[src/hdl/mrps_consts.svh]
// Constants of the reset and power-up sequencer: offsets, fields, resets, timing
`ifndef MRPS_CONSTS_SVH
`define MRPS_CONSTS_SVH

// ------------------------------------------------------------
// Register map
// ------------------------------------------------------------
`define MRPS_ADDR_W 8
`define MRPS_REG_CTRL1 8'h01
`define MRPS_CTRL1_RESET 8'h12
`define MRPS_CTRL1_WMASK 8'hD6
`define MRPS_BIT_INT_RST 0
`define MRPS_BIT_PROT_SUPPLY 4

// ------------------------------------------------------------
// Timing
// ------------------------------------------------------------
`define MRPS_CLK_MHZ 250
`define MRPS_REF_TIME_NS 5000
`define MRPS_POR_TIME_US 128
`define MRPS_KEYF_TIME_US 12700
`define MRPS_UV_TIME_US 10
`define MRPS_REF_CYC ((`MRPS_REF_TIME_NS * `MRPS_CLK_MHZ + 999) / 1000)
`define MRPS_POR_CYC (`MRPS_POR_TIME_US * `MRPS_CLK_MHZ)
`define MRPS_KEYF_CYC (`MRPS_KEYF_TIME_US * `MRPS_CLK_MHZ)
`define MRPS_UV_CYC (`MRPS_UV_TIME_US * `MRPS_CLK_MHZ)

`endif

[src/hdl/mrps_pkg.sv]
// Types of the reset and power-up sequencer
package mrps_pkg;

  // ------------------------------------------------------------
  // Sequencer states
  // ------------------------------------------------------------
  typedef enum logic [3:0] {
    ST_SLEEP, ST_REF, ST_KEYFILT, ST_PREREG, ST_REGRAMP, ST_POR, ST_RUN, ST_WDPULSE, ST_OV
  } mrps_state_e;

  // ------------------------------------------------------------
  // Control register 1 layout, msb first
  // ------------------------------------------------------------
  typedef struct packed {
    logic power_relay_en;
    logic self_test_enable;
    logic unused5;
    logic prot_supply_en;
    logic unused3;
    logic batsw_en;
    logic tach_en;
    logic int_rst;
  } mrps_ctrl_s;

  // Analog comparator levels after synchronising
  typedef struct packed {
    logic key_on;
    logic vpp_sense_ok;
    logic vcc_above_por;
    logic vcc_uv;
    logic batt_ov;
  } mrps_pins_s;

  // Enables towards the analog blocks
  typedef struct packed {
    logic ref_en;
    logic core_power_on_reset_n;
    logic prereg_en;
    logic vcc_en;
    logic protected_sensor_supply;
    logic batsw_buffer_power;
    logic drivers_en;
  } mrps_enables_s;

endpackage

[src/hdl/mrps_pin_sync.sv]
// Three-stage input synchroniser, change taken once stages two and three agree
module mrps_pin_sync #(
  parameter int W = 5
) (
  input wire logic clk_sys_i,
  input wire logic rst_i,
  input wire logic [W-1:0] pin_i,
  output logic [W-1:0] sync_o
);

  // ------------------------------------------------------------
  // One chain per bit
  // ------------------------------------------------------------
  genvar g;
  generate
    for (g = 0; g < W; g++) begin : g_bit
      logic s1_q, s2_q, s3_q;
      // First stage feeds only the second, to contain metastability
      always_ff @(posedge clk_sys_i or posedge rst_i) begin
        if (rst_i) begin
          s1_q <= 1'b0;
          s2_q <= 1'b0;
          s3_q <= 1'b0;
        end else begin
          s1_q <= pin_i[g];
          s2_q <= s1_q;
          s3_q <= s2_q;
        end
      end
      // Accept only a level seen twice in a row
      always_ff @(posedge clk_sys_i or posedge rst_i) begin
        if (rst_i) begin
          sync_o[g] <= 1'b0;
        end else if (s2_q == s3_q) begin
          sync_o[g] <= s3_q;
        end
      end
    end
  endgenerate

endmodule // mrps_pin_sync

[src/hdl/mrps_top.sv]
// Reset generator and power-up sequencer for the host controller
`include "mrps_consts.svh"

module mrps_top import mrps_pkg::*; #(
  parameter logic [31:0] POR_CYC = 32'(`MRPS_POR_CYC),
  parameter logic [31:0] KEYF_CYC = 32'(`MRPS_KEYF_CYC),
  parameter logic [31:0] HOLD_CYC = 32'(`MRPS_POR_CYC)
) (
  input wire logic clk_sys_i,
  input wire logic rst_i,
  input wire logic key_on_i,
  input wire logic vpp_sense_ok_i,
  input wire logic vcc_above_por_i,
  input wire logic vcc_uv_i,
  input wire logic batt_ov_i,
  input wire logic wd_timeout_i,
  input wire logic reg_wr_i,
  input wire logic [`MRPS_ADDR_W-1:0] reg_addr_i,
  input wire logic [7:0] reg_wdata_i,
  output logic [7:0] reg_rdata_o,
  output logic mcu_reset_out_n_o,
  output logic mcu_reset_out_n_oe_n_o,
  output logic internal_reset_o,
  output mrps_enables_s enables_o,
  output mrps_ctrl_s ctrl_o
);

  localparam logic [31:0] REF_CYC = 32'(`MRPS_REF_CYC);
  localparam logic [31:0] UV_CYC = 32'(`MRPS_UV_CYC);

  mrps_pins_s pins;
  mrps_state_e state_q, state_d;
  logic [31:0] cnt_q;
  logic [31:0] uv_cnt_q;
  logic uv_filt;
  logic ctrl_wr;
  mrps_ctrl_s ctrl_q;

  // ------------------------------------------------------------
  // Pin synchronisers
  // ------------------------------------------------------------
  mrps_pin_sync #(
    .W(5)
  ) u_sync (
    .clk_sys_i(clk_sys_i),
    .rst_i(rst_i),
    .pin_i({key_on_i, vpp_sense_ok_i, vcc_above_por_i, vcc_uv_i, batt_ov_i}),
    .sync_o(pins)
  );

  // ------------------------------------------------------------
  // Undervoltage filter
  // ------------------------------------------------------------
  // Counts only in ST_RUN and ST_WDPULSE; short dips shorter than the filter are ignored
  always_ff @(posedge clk_sys_i or posedge rst_i) begin
    if (rst_i) begin
      uv_cnt_q <= 32'h0000_0000;
    end else if (pins.vcc_uv && state_q inside {ST_RUN, ST_WDPULSE}) begin
      if (!uv_filt) begin
        uv_cnt_q <= uv_cnt_q + 32'h0000_0001;
      end
    end else begin
      uv_cnt_q <= 32'h0000_0000;
    end
  end
  assign uv_filt = (uv_cnt_q >= UV_CYC);

  // ------------------------------------------------------------
  // Sequencer
  // ------------------------------------------------------------
  always_comb begin
    state_d = state_q;
    case (state_q)
      ST_SLEEP: begin
        state_d = ST_REF;
      end
      ST_REF: begin
        if (cnt_q == REF_CYC - 32'h1) state_d = ST_KEYFILT;
      end
      ST_KEYFILT: begin
        if (cnt_q == KEYF_CYC - 32'h1) state_d = ST_PREREG;
      end
      ST_PREREG: begin
        if (pins.vpp_sense_ok) state_d = ST_REGRAMP;
      end
      ST_REGRAMP: begin
        if (pins.vcc_above_por) state_d = ST_POR;
      end
      ST_POR: begin
        if (!pins.vcc_above_por) state_d = ST_REGRAMP;
        else if (cnt_q == POR_CYC - 32'h1) state_d = ST_RUN;
      end
      ST_RUN: begin
        if (uv_filt) state_d = ST_REGRAMP;
        else if (wd_timeout_i) state_d = ST_WDPULSE;
      end
      ST_WDPULSE: begin
        if (uv_filt) state_d = ST_REGRAMP;
        else if (cnt_q == HOLD_CYC - 32'h1) state_d = ST_RUN;
      end
      ST_OV: begin
        if (!pins.batt_ov) state_d = ST_PREREG;
      end
      default: begin
        state_d = ST_SLEEP;
      end
    endcase
    // Key loss puts the part to sleep; overvoltage wins once the core is alive
    if (!pins.key_on) begin
      state_d = ST_SLEEP;
    end else if (pins.batt_ov && !(state_q inside {ST_SLEEP, ST_REF})) begin
      state_d = ST_OV;
    end
  end

  // State register
  always_ff @(posedge clk_sys_i or posedge rst_i) begin
    if (rst_i) begin
      state_q <= ST_SLEEP;
    end else begin
      state_q <= state_d;
    end
  end

  // Shared delay counter, restarted on every state change
  always_ff @(posedge clk_sys_i or posedge rst_i) begin
    if (rst_i) begin
      cnt_q <= 32'h0000_0000;
    end else if (state_d != state_q) begin
      cnt_q <= 32'h0000_0000;
    end else begin
      cnt_q <= cnt_q + 32'h0000_0001;
    end
  end

  // ------------------------------------------------------------
  // Control register 1
  // ------------------------------------------------------------
  assign ctrl_wr = reg_wr_i && (reg_addr_i == `MRPS_REG_CTRL1);

  // Held at default while the host is in a power-related reset
  always_ff @(posedge clk_sys_i or posedge rst_i) begin
    if (rst_i) begin
      ctrl_q <= `MRPS_CTRL1_RESET;
    end else if (!(state_q inside {ST_RUN, ST_WDPULSE})) begin
      ctrl_q <= `MRPS_CTRL1_RESET;
    end else if (ctrl_wr && reg_wdata_i[`MRPS_BIT_INT_RST]) begin
      ctrl_q <= `MRPS_CTRL1_RESET;
    end else if (ctrl_wr) begin
      ctrl_q <= reg_wdata_i & `MRPS_CTRL1_WMASK;
    end
  end

  // Internal reset pulse for the rest of the chip; the pin is left alone
  always_ff @(posedge clk_sys_i or posedge rst_i) begin
    if (rst_i) begin
      internal_reset_o <= 1'b0;
    end else begin
      internal_reset_o <= ctrl_wr && reg_wdata_i[`MRPS_BIT_INT_RST]
        && (state_q inside {ST_RUN, ST_WDPULSE});
    end
  end

  // Read data registered, unmapped addresses read zero
  always_ff @(posedge clk_sys_i or posedge rst_i) begin
    if (rst_i) begin
      reg_rdata_o <= 8'h00;
      ctrl_o <= `MRPS_CTRL1_RESET;
    end else begin
      reg_rdata_o <= (reg_addr_i == `MRPS_REG_CTRL1) ? ctrl_q : 8'h00;
      ctrl_o <= ctrl_q;
    end
  end

  // ------------------------------------------------------------
  // Pin and enable outputs
  // ------------------------------------------------------------
  // Open drain: data is always low, the enable alone pulls the line
  always_ff @(posedge clk_sys_i or posedge rst_i) begin
    if (rst_i) begin
      mcu_reset_out_n_o <= 1'b0;
      mcu_reset_out_n_oe_n_o <= 1'b0;
    end else begin
      mcu_reset_out_n_o <= 1'b0;
      mcu_reset_out_n_oe_n_o <= (state_q == ST_RUN);
    end
  end

  // Enables follow the state one cycle late
  always_ff @(posedge clk_sys_i or posedge rst_i) begin
    if (rst_i) begin
      enables_o <= '0;
    end else begin
      enables_o.ref_en <= (state_q != ST_SLEEP);
      enables_o.core_power_on_reset_n <= !(state_q inside {ST_SLEEP, ST_REF});
      enables_o.prereg_en <= state_q inside {ST_PREREG, ST_REGRAMP, ST_POR, ST_RUN,
        ST_WDPULSE};
      enables_o.vcc_en <= state_q inside {ST_REGRAMP, ST_POR, ST_RUN, ST_WDPULSE};
      enables_o.batsw_buffer_power <= state_q inside {ST_REGRAMP, ST_POR, ST_RUN,
        ST_WDPULSE};
      enables_o.protected_sensor_supply <= ctrl_q.prot_supply_en && (state_q inside
        {ST_REGRAMP, ST_POR, ST_RUN, ST_WDPULSE});
      enables_o.drivers_en <= (state_q == ST_RUN);
    end
  end
endmodule // mrps_top

[config.mk]
export PLATFORM = sky130hd
export DESIGN_NAME = mrps_top
export DESIGN_NICKNAME = d
export VERILOG_FILES = /design/src/hdl/mrps_pkg.sv /design/src/hdl/mrps_pin_sync.sv /design/src/hdl/mrps_top.sv
export VERILOG_INCLUDE_DIRS = /design/src /design/src/hdl
export SDC_FILE = /design/constraint.sdc
export NUM_CORES = 1
export LEC_CHECK = 0
export ABC_CLOCK_PERIOD_IN_PS = 6300
export CAP_MARGIN = 20
export CORE_ASPECT_RATIO = 1.5
export CORE_MARGIN = 2
export CORE_UTILIZATION = 60
export DETAILED_ROUTE_END_ITERATION = 8
export DONT_BUFFER_PORTS = 1
export GPL_ROUTABILITY_DRIVEN = 0
export PLACE_DENSITY_LB_ADDON = 0.3
export SKIP_LAST_GASP = 1
export SYNTH_ARGS = -nofsm -noshare
export SYNTH_HDL_FRONTEND = slang
export SYNTH_SLANG_ARGS = --single-unit
[constraint.sdc]
create_clock -name clk_sys_i -period 6.3 [get_ports clk_sys_i]
set_clock_uncertainty 0.15 [all_clocks]
set_input_delay 1.89 -clock clk_sys_i [delete_from_list [all_inputs] [get_ports clk_sys_i]]
set_output_delay 1.89 -clock clk_sys_i [all_outputs]
set_load 0.03 [all_outputs]
## Word level (Yosys, flattened, before mapping)

Index checks and enable logic that the tools add are counted.

| word-level totals | value |
|---|---|
| output and inout port bits | 26 |
| register bits after elaboration | 119 |
| word-level logic and storage cells | 103 |
| bits of input ports | 25 |

| operators by class | value |
|---|---|
| reductions and logical operators | 13 |
| equality and inequality tests | 20 |
| $add $sub $neg | 2 |
| multiplexer cells | 20 |
| order comparisons | 1 |

Operators with widths:

| operator | count |
|---|---|
| $mux W32 | 3 |
| $add A32 B1 Y32 const B | 2 |
| $mux W4 | 12 |
| $pmux W4 S9 | 1 |
| $eq A32 B11 Y1 const B | 1 |
| $eq A32 B15 Y1 const B | 1 |
| $eq A32 B22 Y1 const B | 1 |
| $ge A32 B12 Y1 const B | 1 |
| $mux W8 | 4 |
| $eq A4 B3 Y1 const B | 4 |
| $eq A4 B2 Y1 const B | 2 |
| $eq A8 B1 Y1 const B | 1 |
| $reduce_bool A4 Y1 | 2 |
| $logic_and A1 B1 Y1 | 6 |
| $eq A1 B1 Y1 | 5 |
| $reduce_bool A5 Y1 | 1 |
| $eq A4 B1 Y1 const B | 1 |
| $eq A4 B4 Y1 const B | 1 |
| $logic_not A4 Y1 | 1 |
| $ne A4 B4 Y1 | 1 |
| $reduce_bool A2 Y1 | 2 |
| $ne A3 B2 Y1 const B | 1 |
| $ne A2 B2 Y1 const B | 1 |
| $logic_not A1 Y1 | 1 |

## Longest topological paths before layout

| logic depth | value |
|---|---|
| depth after elaboration | 8 |
| gate-level depth with buffers | 9 |
| depth with buffers taken out | 8 |

## Hierarchy

From an unflattened synthesis, not the netlist that was laid out.

| second synthesis, totals | value |
|---|---|
| cells, all modules | 485 |
| area total of the unflattened synthesis | 5365.1 µm² |

Modules (own cells, without submodules):

| module | cells each | sequential area each (µm²) | area each (µm²) | instances |
|---|---|---|---|---|
| mrps_top | 459 | 2257.2 | 4804.6 | 1 |
| mrps_pin_sync | 26 | 500.5 | 560.5 | 1 |

## Worst setup path after synthesis

Ideal clock, no wire load.

| timing path | value |
|---|---|
| path kind | input-to-reg |
| start point | input reg_addr_i[5] |
| end point | register ctrl_q[2] (netlist name) |
| cell stages on the path | 7 |
| arrival | 3.011 ns |
| buffers on the path | 1 |
| required time | 6.078 ns |
| slack | 3.067 ns |
| library setup time | 0.072 ns |
| cell sequence | nor4_1 and4b_1 clkbuf_1 nand2_1 nor3b_1 a21oi_1 nor2_1 |

| on the way | value |
|---|---|
| word-level cells in the longest chain between the ends | 5 |
| elaborated cells on any way between the ends | 6 |
| classes of those cells | 2 x eq/ne; 2 x mux; 2 x reduce/logical |

RTL lines:

| item | RTL line | source |
|---|---|---|
| start: declaration | mrps_top.sv:18 | `` input wire logic [`MRPS_ADDR_W-1:0] reg_addr_i, `` |
| $eq A8 B1 Y1 (no source line) (*) | - |  |
| $logic_and A1 B1 Y1 (*) | mrps_top.sv:139 | `` assign ctrl_wr = reg_wr_i && (reg_addr_i == `MRPS_REG_CTRL1); `` |
| $logic_and A1 B1 Y1 | mrps_top.sv:147 | `` end else if (ctrl_wr && reg_wdata_i[`MRPS_BIT_INT_RST]) begin `` |
| $mux W8 | mrps_top.sv:147 |  |
| $mux W8 | mrps_top.sv:145 | `end else if (!(state_q inside {ST_RUN, ST_WDPULSE})) begin` |
| end signal: assignment | mrps_top.sv:144 | `` ctrl_q <= `MRPS_CTRL1_RESET; `` |
| end signal: assignment | mrps_top.sv:146 | `` ctrl_q <= `MRPS_CTRL1_RESET; `` |
| end signal: assignment | mrps_top.sv:148 | `` ctrl_q <= `MRPS_CTRL1_RESET; `` |
| end: declaration | mrps_top.sv:37 | `mrps_ctrl_s ctrl_q;` |

Mark *: on every way between the ends. The rest lies on a longest branch, timed or not.
A chain may end at the register's enable or synchronous reset.

## Worst setup path after layout

| timing path | value |
|---|---|
| start point | register cnt_q[27] |
| end point | register cnt_q[31] |

| on the way | value |
|---|---|
| word-level cells in the longest chain between the ends | 8 |
| elaborated cells on any way between the ends | 14 |
| classes of those cells | 1 x add/sub; 4 x eq/ne; 9 x mux |

RTL lines:

| item | RTL line | source |
|---|---|---|
| start: declaration | mrps_top.sv:33 | `logic [31:0] cnt_q;` |
| start signal: assignment | mrps_top.sv:132 | `cnt_q <= cnt_q + 32'h0000_0001;` |
| $eq A32 B15 Y1 | mrps_top.sv:91, mrps_top.sv:99 |  |
| $mux W4 | mrps_top.sv:91, mrps_top.sv:99 |  |
| $mux W4 (on tied branches) | mrps_top.sv:98, mrps_top.sv:90 |  |
| $pmux W4 S9 (*) | mrps_top.sv:73 | `case (state_q)` |
| $mux W4 (*) | mrps_top.sv:111 | `end else if (pins.batt_ov && !(state_q inside {ST_SLEEP, ST_REF})) begin` |
| $mux W4 (*) | mrps_top.sv:109 | `if (!pins.key_on) begin` |
| net state_d[1] | mrps_top.sv:32 | `mrps_state_e state_q, state_d;` |
| $ne A4 B4 Y1 (*) | mrps_top.sv:129 | `end else if (state_d != state_q) begin` |
| $mux W32 (*) | mrps_top.sv:129 |  |

Mark *: on every way through the listed nets, which the timed path passes. The rest lies on a longest branch.

==> qor.yml <==
placed_design:
  place_hpwl_mm: 5.84
  port_buffers: 0
setup_path:
  worstPathArrival_ns: 3.24
  max_stage_delay_ns: 0.47
  critPathKind: "register to register"
  crit_required_ns: 6.34
  timing.critical_path.mode_cell: "nor4_1"
  crit_chain: "nor4_1 -> nand4_1 -> nor4_1 -> nand3_1 -> a31oi_2 -> mux2i_4 -> buf_4 -> nor4_1"
  cp-start-kind: "register"
  slowest_stage: "nor4_1"
  critPathMaxFanout: 32
  endpoint_kind: "register"
worst_hold_path:
  min_path_type: "register to register"
cts:
  post-cts-setup-buffers: 0
  clkLatencyLatePin_ns: 0.35
  htree_levels: 3
  cts_tree: "yes"
  root_buffer: "clkbuf_16"
  cts_hold_buf: 0
  clkSinkCount: 110
  cts_buffer_depth: 2
  clk_pin_slew_ns: 0.07
  cts_made_buffers: 9
  ctsResizeCount: 0
detailed_routing:
  routed_wl_mm: 8.86
  post_drt_via_cell_ratio: 5.94
  vias: 3210
  drcViolationCount: 0
  dr.pass1.iters: 4
  ant_nets: 0
  wire_per_inst_um: 16.4
  drt_iter0_drc: 178
finish:
  seq_area_um2: 2760
  antenna_cells: 0
  syn_to_final_growth_pct: 5.29
  multi_input_area_um2: 2140
  drive_above_1_share: 0.166
  final_common_cell: "dfrtp_1"
  mostFrequentLayoutCells: "dfrtp_1 (106), nor4_2 (34), nor2_1 (33), and3_1 (29), xor2_1 (24)"
  fillerInstances: 658
  nets: 457
global_routing:
  overflow: 0
  grt_pass1_vias: 3163
  antenna_found_initial: 0
  grt_start_max_net_pins: 78
  grt_pass1_wl_mm: 15.4
  track_usage: 0.213
power_and_ir_drop:
  internal-power_mw: 1.03
  comb_power_share: 0.071
  clockPowerShare: 0.387
  power.switching_uw: 354
  swShare: 0.256
  ir_worst_vdd_uv: 249
  p_per_area_nw_per_um2: 257
  p_seq_frac: 0.542
  leakage_nw: 2.30
sta:
  setup_tns_ns: 0
  rsz0062_at_grt: "no"
  fin_crit_ns: 3.20
  holdWs_ns: 0.199
  max_freq_mhz: 313
  maxSlewViolCount: 0
  worst_pin_slew_ns: 0.927
  fin_crit_sh: 0.508
  setup_violations: 0
  maxSlewHeadroom: 0.382
  hold_viol: 0
floorplanning:
  die_h_um: 117
  num_io_pins: 51
  rows: 41
  core_um2: 8360
  initial_utilization: 0.611
  dieArea_um2: 9280
  die_x_um: 79.3
run:
  drv_cap: 0
logic_synthesis:
  synthFlopType: "dfrtp_1"
  netlist_area_um2: 5110
  ys_warn_count: 0
  syn-mean-instance-area_um2: 11.7
  yosys.cell_types.count: 50
  yosysSeqAreaShare: 0.540
  ys_top_cells_by_area: "dfrtp_1 (52%), nor4_2 (8.3%), xor2_1 (4.1%)"
  yosysTopAreaCell: "dfrtp_1"
  synth_edf_count: 0
  synth_top_area_frac: 0.519
  synth_cells: 438
  synth_seq_cells: 110
  async_reset_ff_frac: 1.00
run_status:
  status: "complete, no violations"
final cells by class:
type                       instances  area share
clock buffer                       9      0.0419
inverter                          11     0.00814
clock inverter                     7      0.0100
multi-input combinational        293       0.398
sequential                       110       0.513
tap                              107      0.0249
timing repair buffer               3     0.00419
cell usage after synthesis (all sizes together), types with 2 or more instances:
library cell,number
nor3,6
dlygate4sd1,2
nor4,49
a31oi,5
clkbuf,9
nor2b,2
and4,4
nand3,16
nand4,15
o21ai,6
nand2,22
nor2,34
dfrtp,106
nor4b,2
inv,11
and3,29
buf,19
and2,10
or3,7
dfstp,4
xor2,24
nor3b,4
xnor2,16
maj3,5
mux2i,3
a21oi,12
ha,4
per-stage QoR:
stage | cell area (um^2) | instances | total power, mW | utilization | worst slack, ns
after global placement | 5100 | 524 | 0.859 | 0.610 | 2.94
final | 5380 | 540 | 1.38 | 0.643 | 3.10
after global routing | 5380 | 540 | 1.43 | 0.643 | 2.93
after CTS | 5380 | 540 | 1.40 | 0.643 | 3.10
after floorplan | 5130 | 444 | 0.854 | - | 1.36
after detailed placement | 5100 | 524 | 0.862 | 0.610 | 2.89
metal layers:
| metal | global-route usage | up-vias | part of all wire |
|---|---|---|---|
| met4 | 0.0862 | 0 | 0.015 |
| met5 | 0 | - | 0 |
| met1 | 0.269 | 1605 | 0.42 |
| met3 | 0.0529 | 12 | 0.038 |
| met2 | 0.354 | 65 | 0.52 |
| li1 | - | 1528 | - |
critical path, delay by kind of cell (launching register included):
family	cells	cell delay, ns
AND/OR/NAND/NOR	5	1.38
flip-flops	1	0.42
multiplexers	1	0.28
AO/OA/AOI/OAI	1	0.33
buffers and inverters	1	0.47
worst paths after layout:
check / slack, ns / startpoint / endpoint / cells after the start
min: 0.20 / u_sync.g_bit[3].s1_q / u_sync.g_bit[3].s2_q / 0
max: 3.10 / cnt_q[27] / cnt_q[31] / 8
max in group asynchronous: 3.55 / rst_i / u_sync.g_bit[3].s3_q / 2
min in group asynchronous: 1.47 / rst_i / uv_cnt_q[0] / 1
max reg2reg: 3.10 / cnt_q[27] / cnt_q[31] / 8
min reg2reg: 0.20 / u_sync.g_bit[3].s1_q / u_sync.g_bit[3].s2_q / 0
cell families after synthesis:
logic type,count (synthesis),synth area share
buffers and inverters,41,0.0478
AOI/OAI and AO/OA,29,0.0429
muxes,4,0.00808
DFF,110,0.540
xor gates and xnor gates,40,0.0686
other,1,0.000734
and+or+nand+nor,204,0.272
adders and majority gates,9,0.0196
flip-flops by register name, summed over array words and instances (netlist names):
| name | count |
|---|---|
| cnt_q | 32 |
| ctrl_o | 5 |
| ctrl_q | 5 |
| enables_o | 6 |
| internal_reset_o | 1 |
| reg_rdata_o | 5 |
| state_q | 4 |
| u_sync.g_bit.s1_q | 5 |
| u_sync.g_bit.s2_q | 5 |
| u_sync.g_bit.s3_q | 5 |
| u_sync.sync_o | 5 |
| uv_cnt_q | 32 |
power groups by stage:
stage | sequential, mW | clock [mW] | combinational [mW]
2_1_floorplan | 0.752 | 0 | 0.102
3_3_place_gp | 0.761 | 0 | 0.0977
3_5_place_dp | 0.762 | 0 | 0.0997
4_1_cts | 0.748 | 0.550 | 0.101
5_1_grt | 0.752 | 0.572 | 0.110
6_report | 0.748 | 0.535 | 0.0984
No activity file was read; power rests on OpenSTA's default activity.
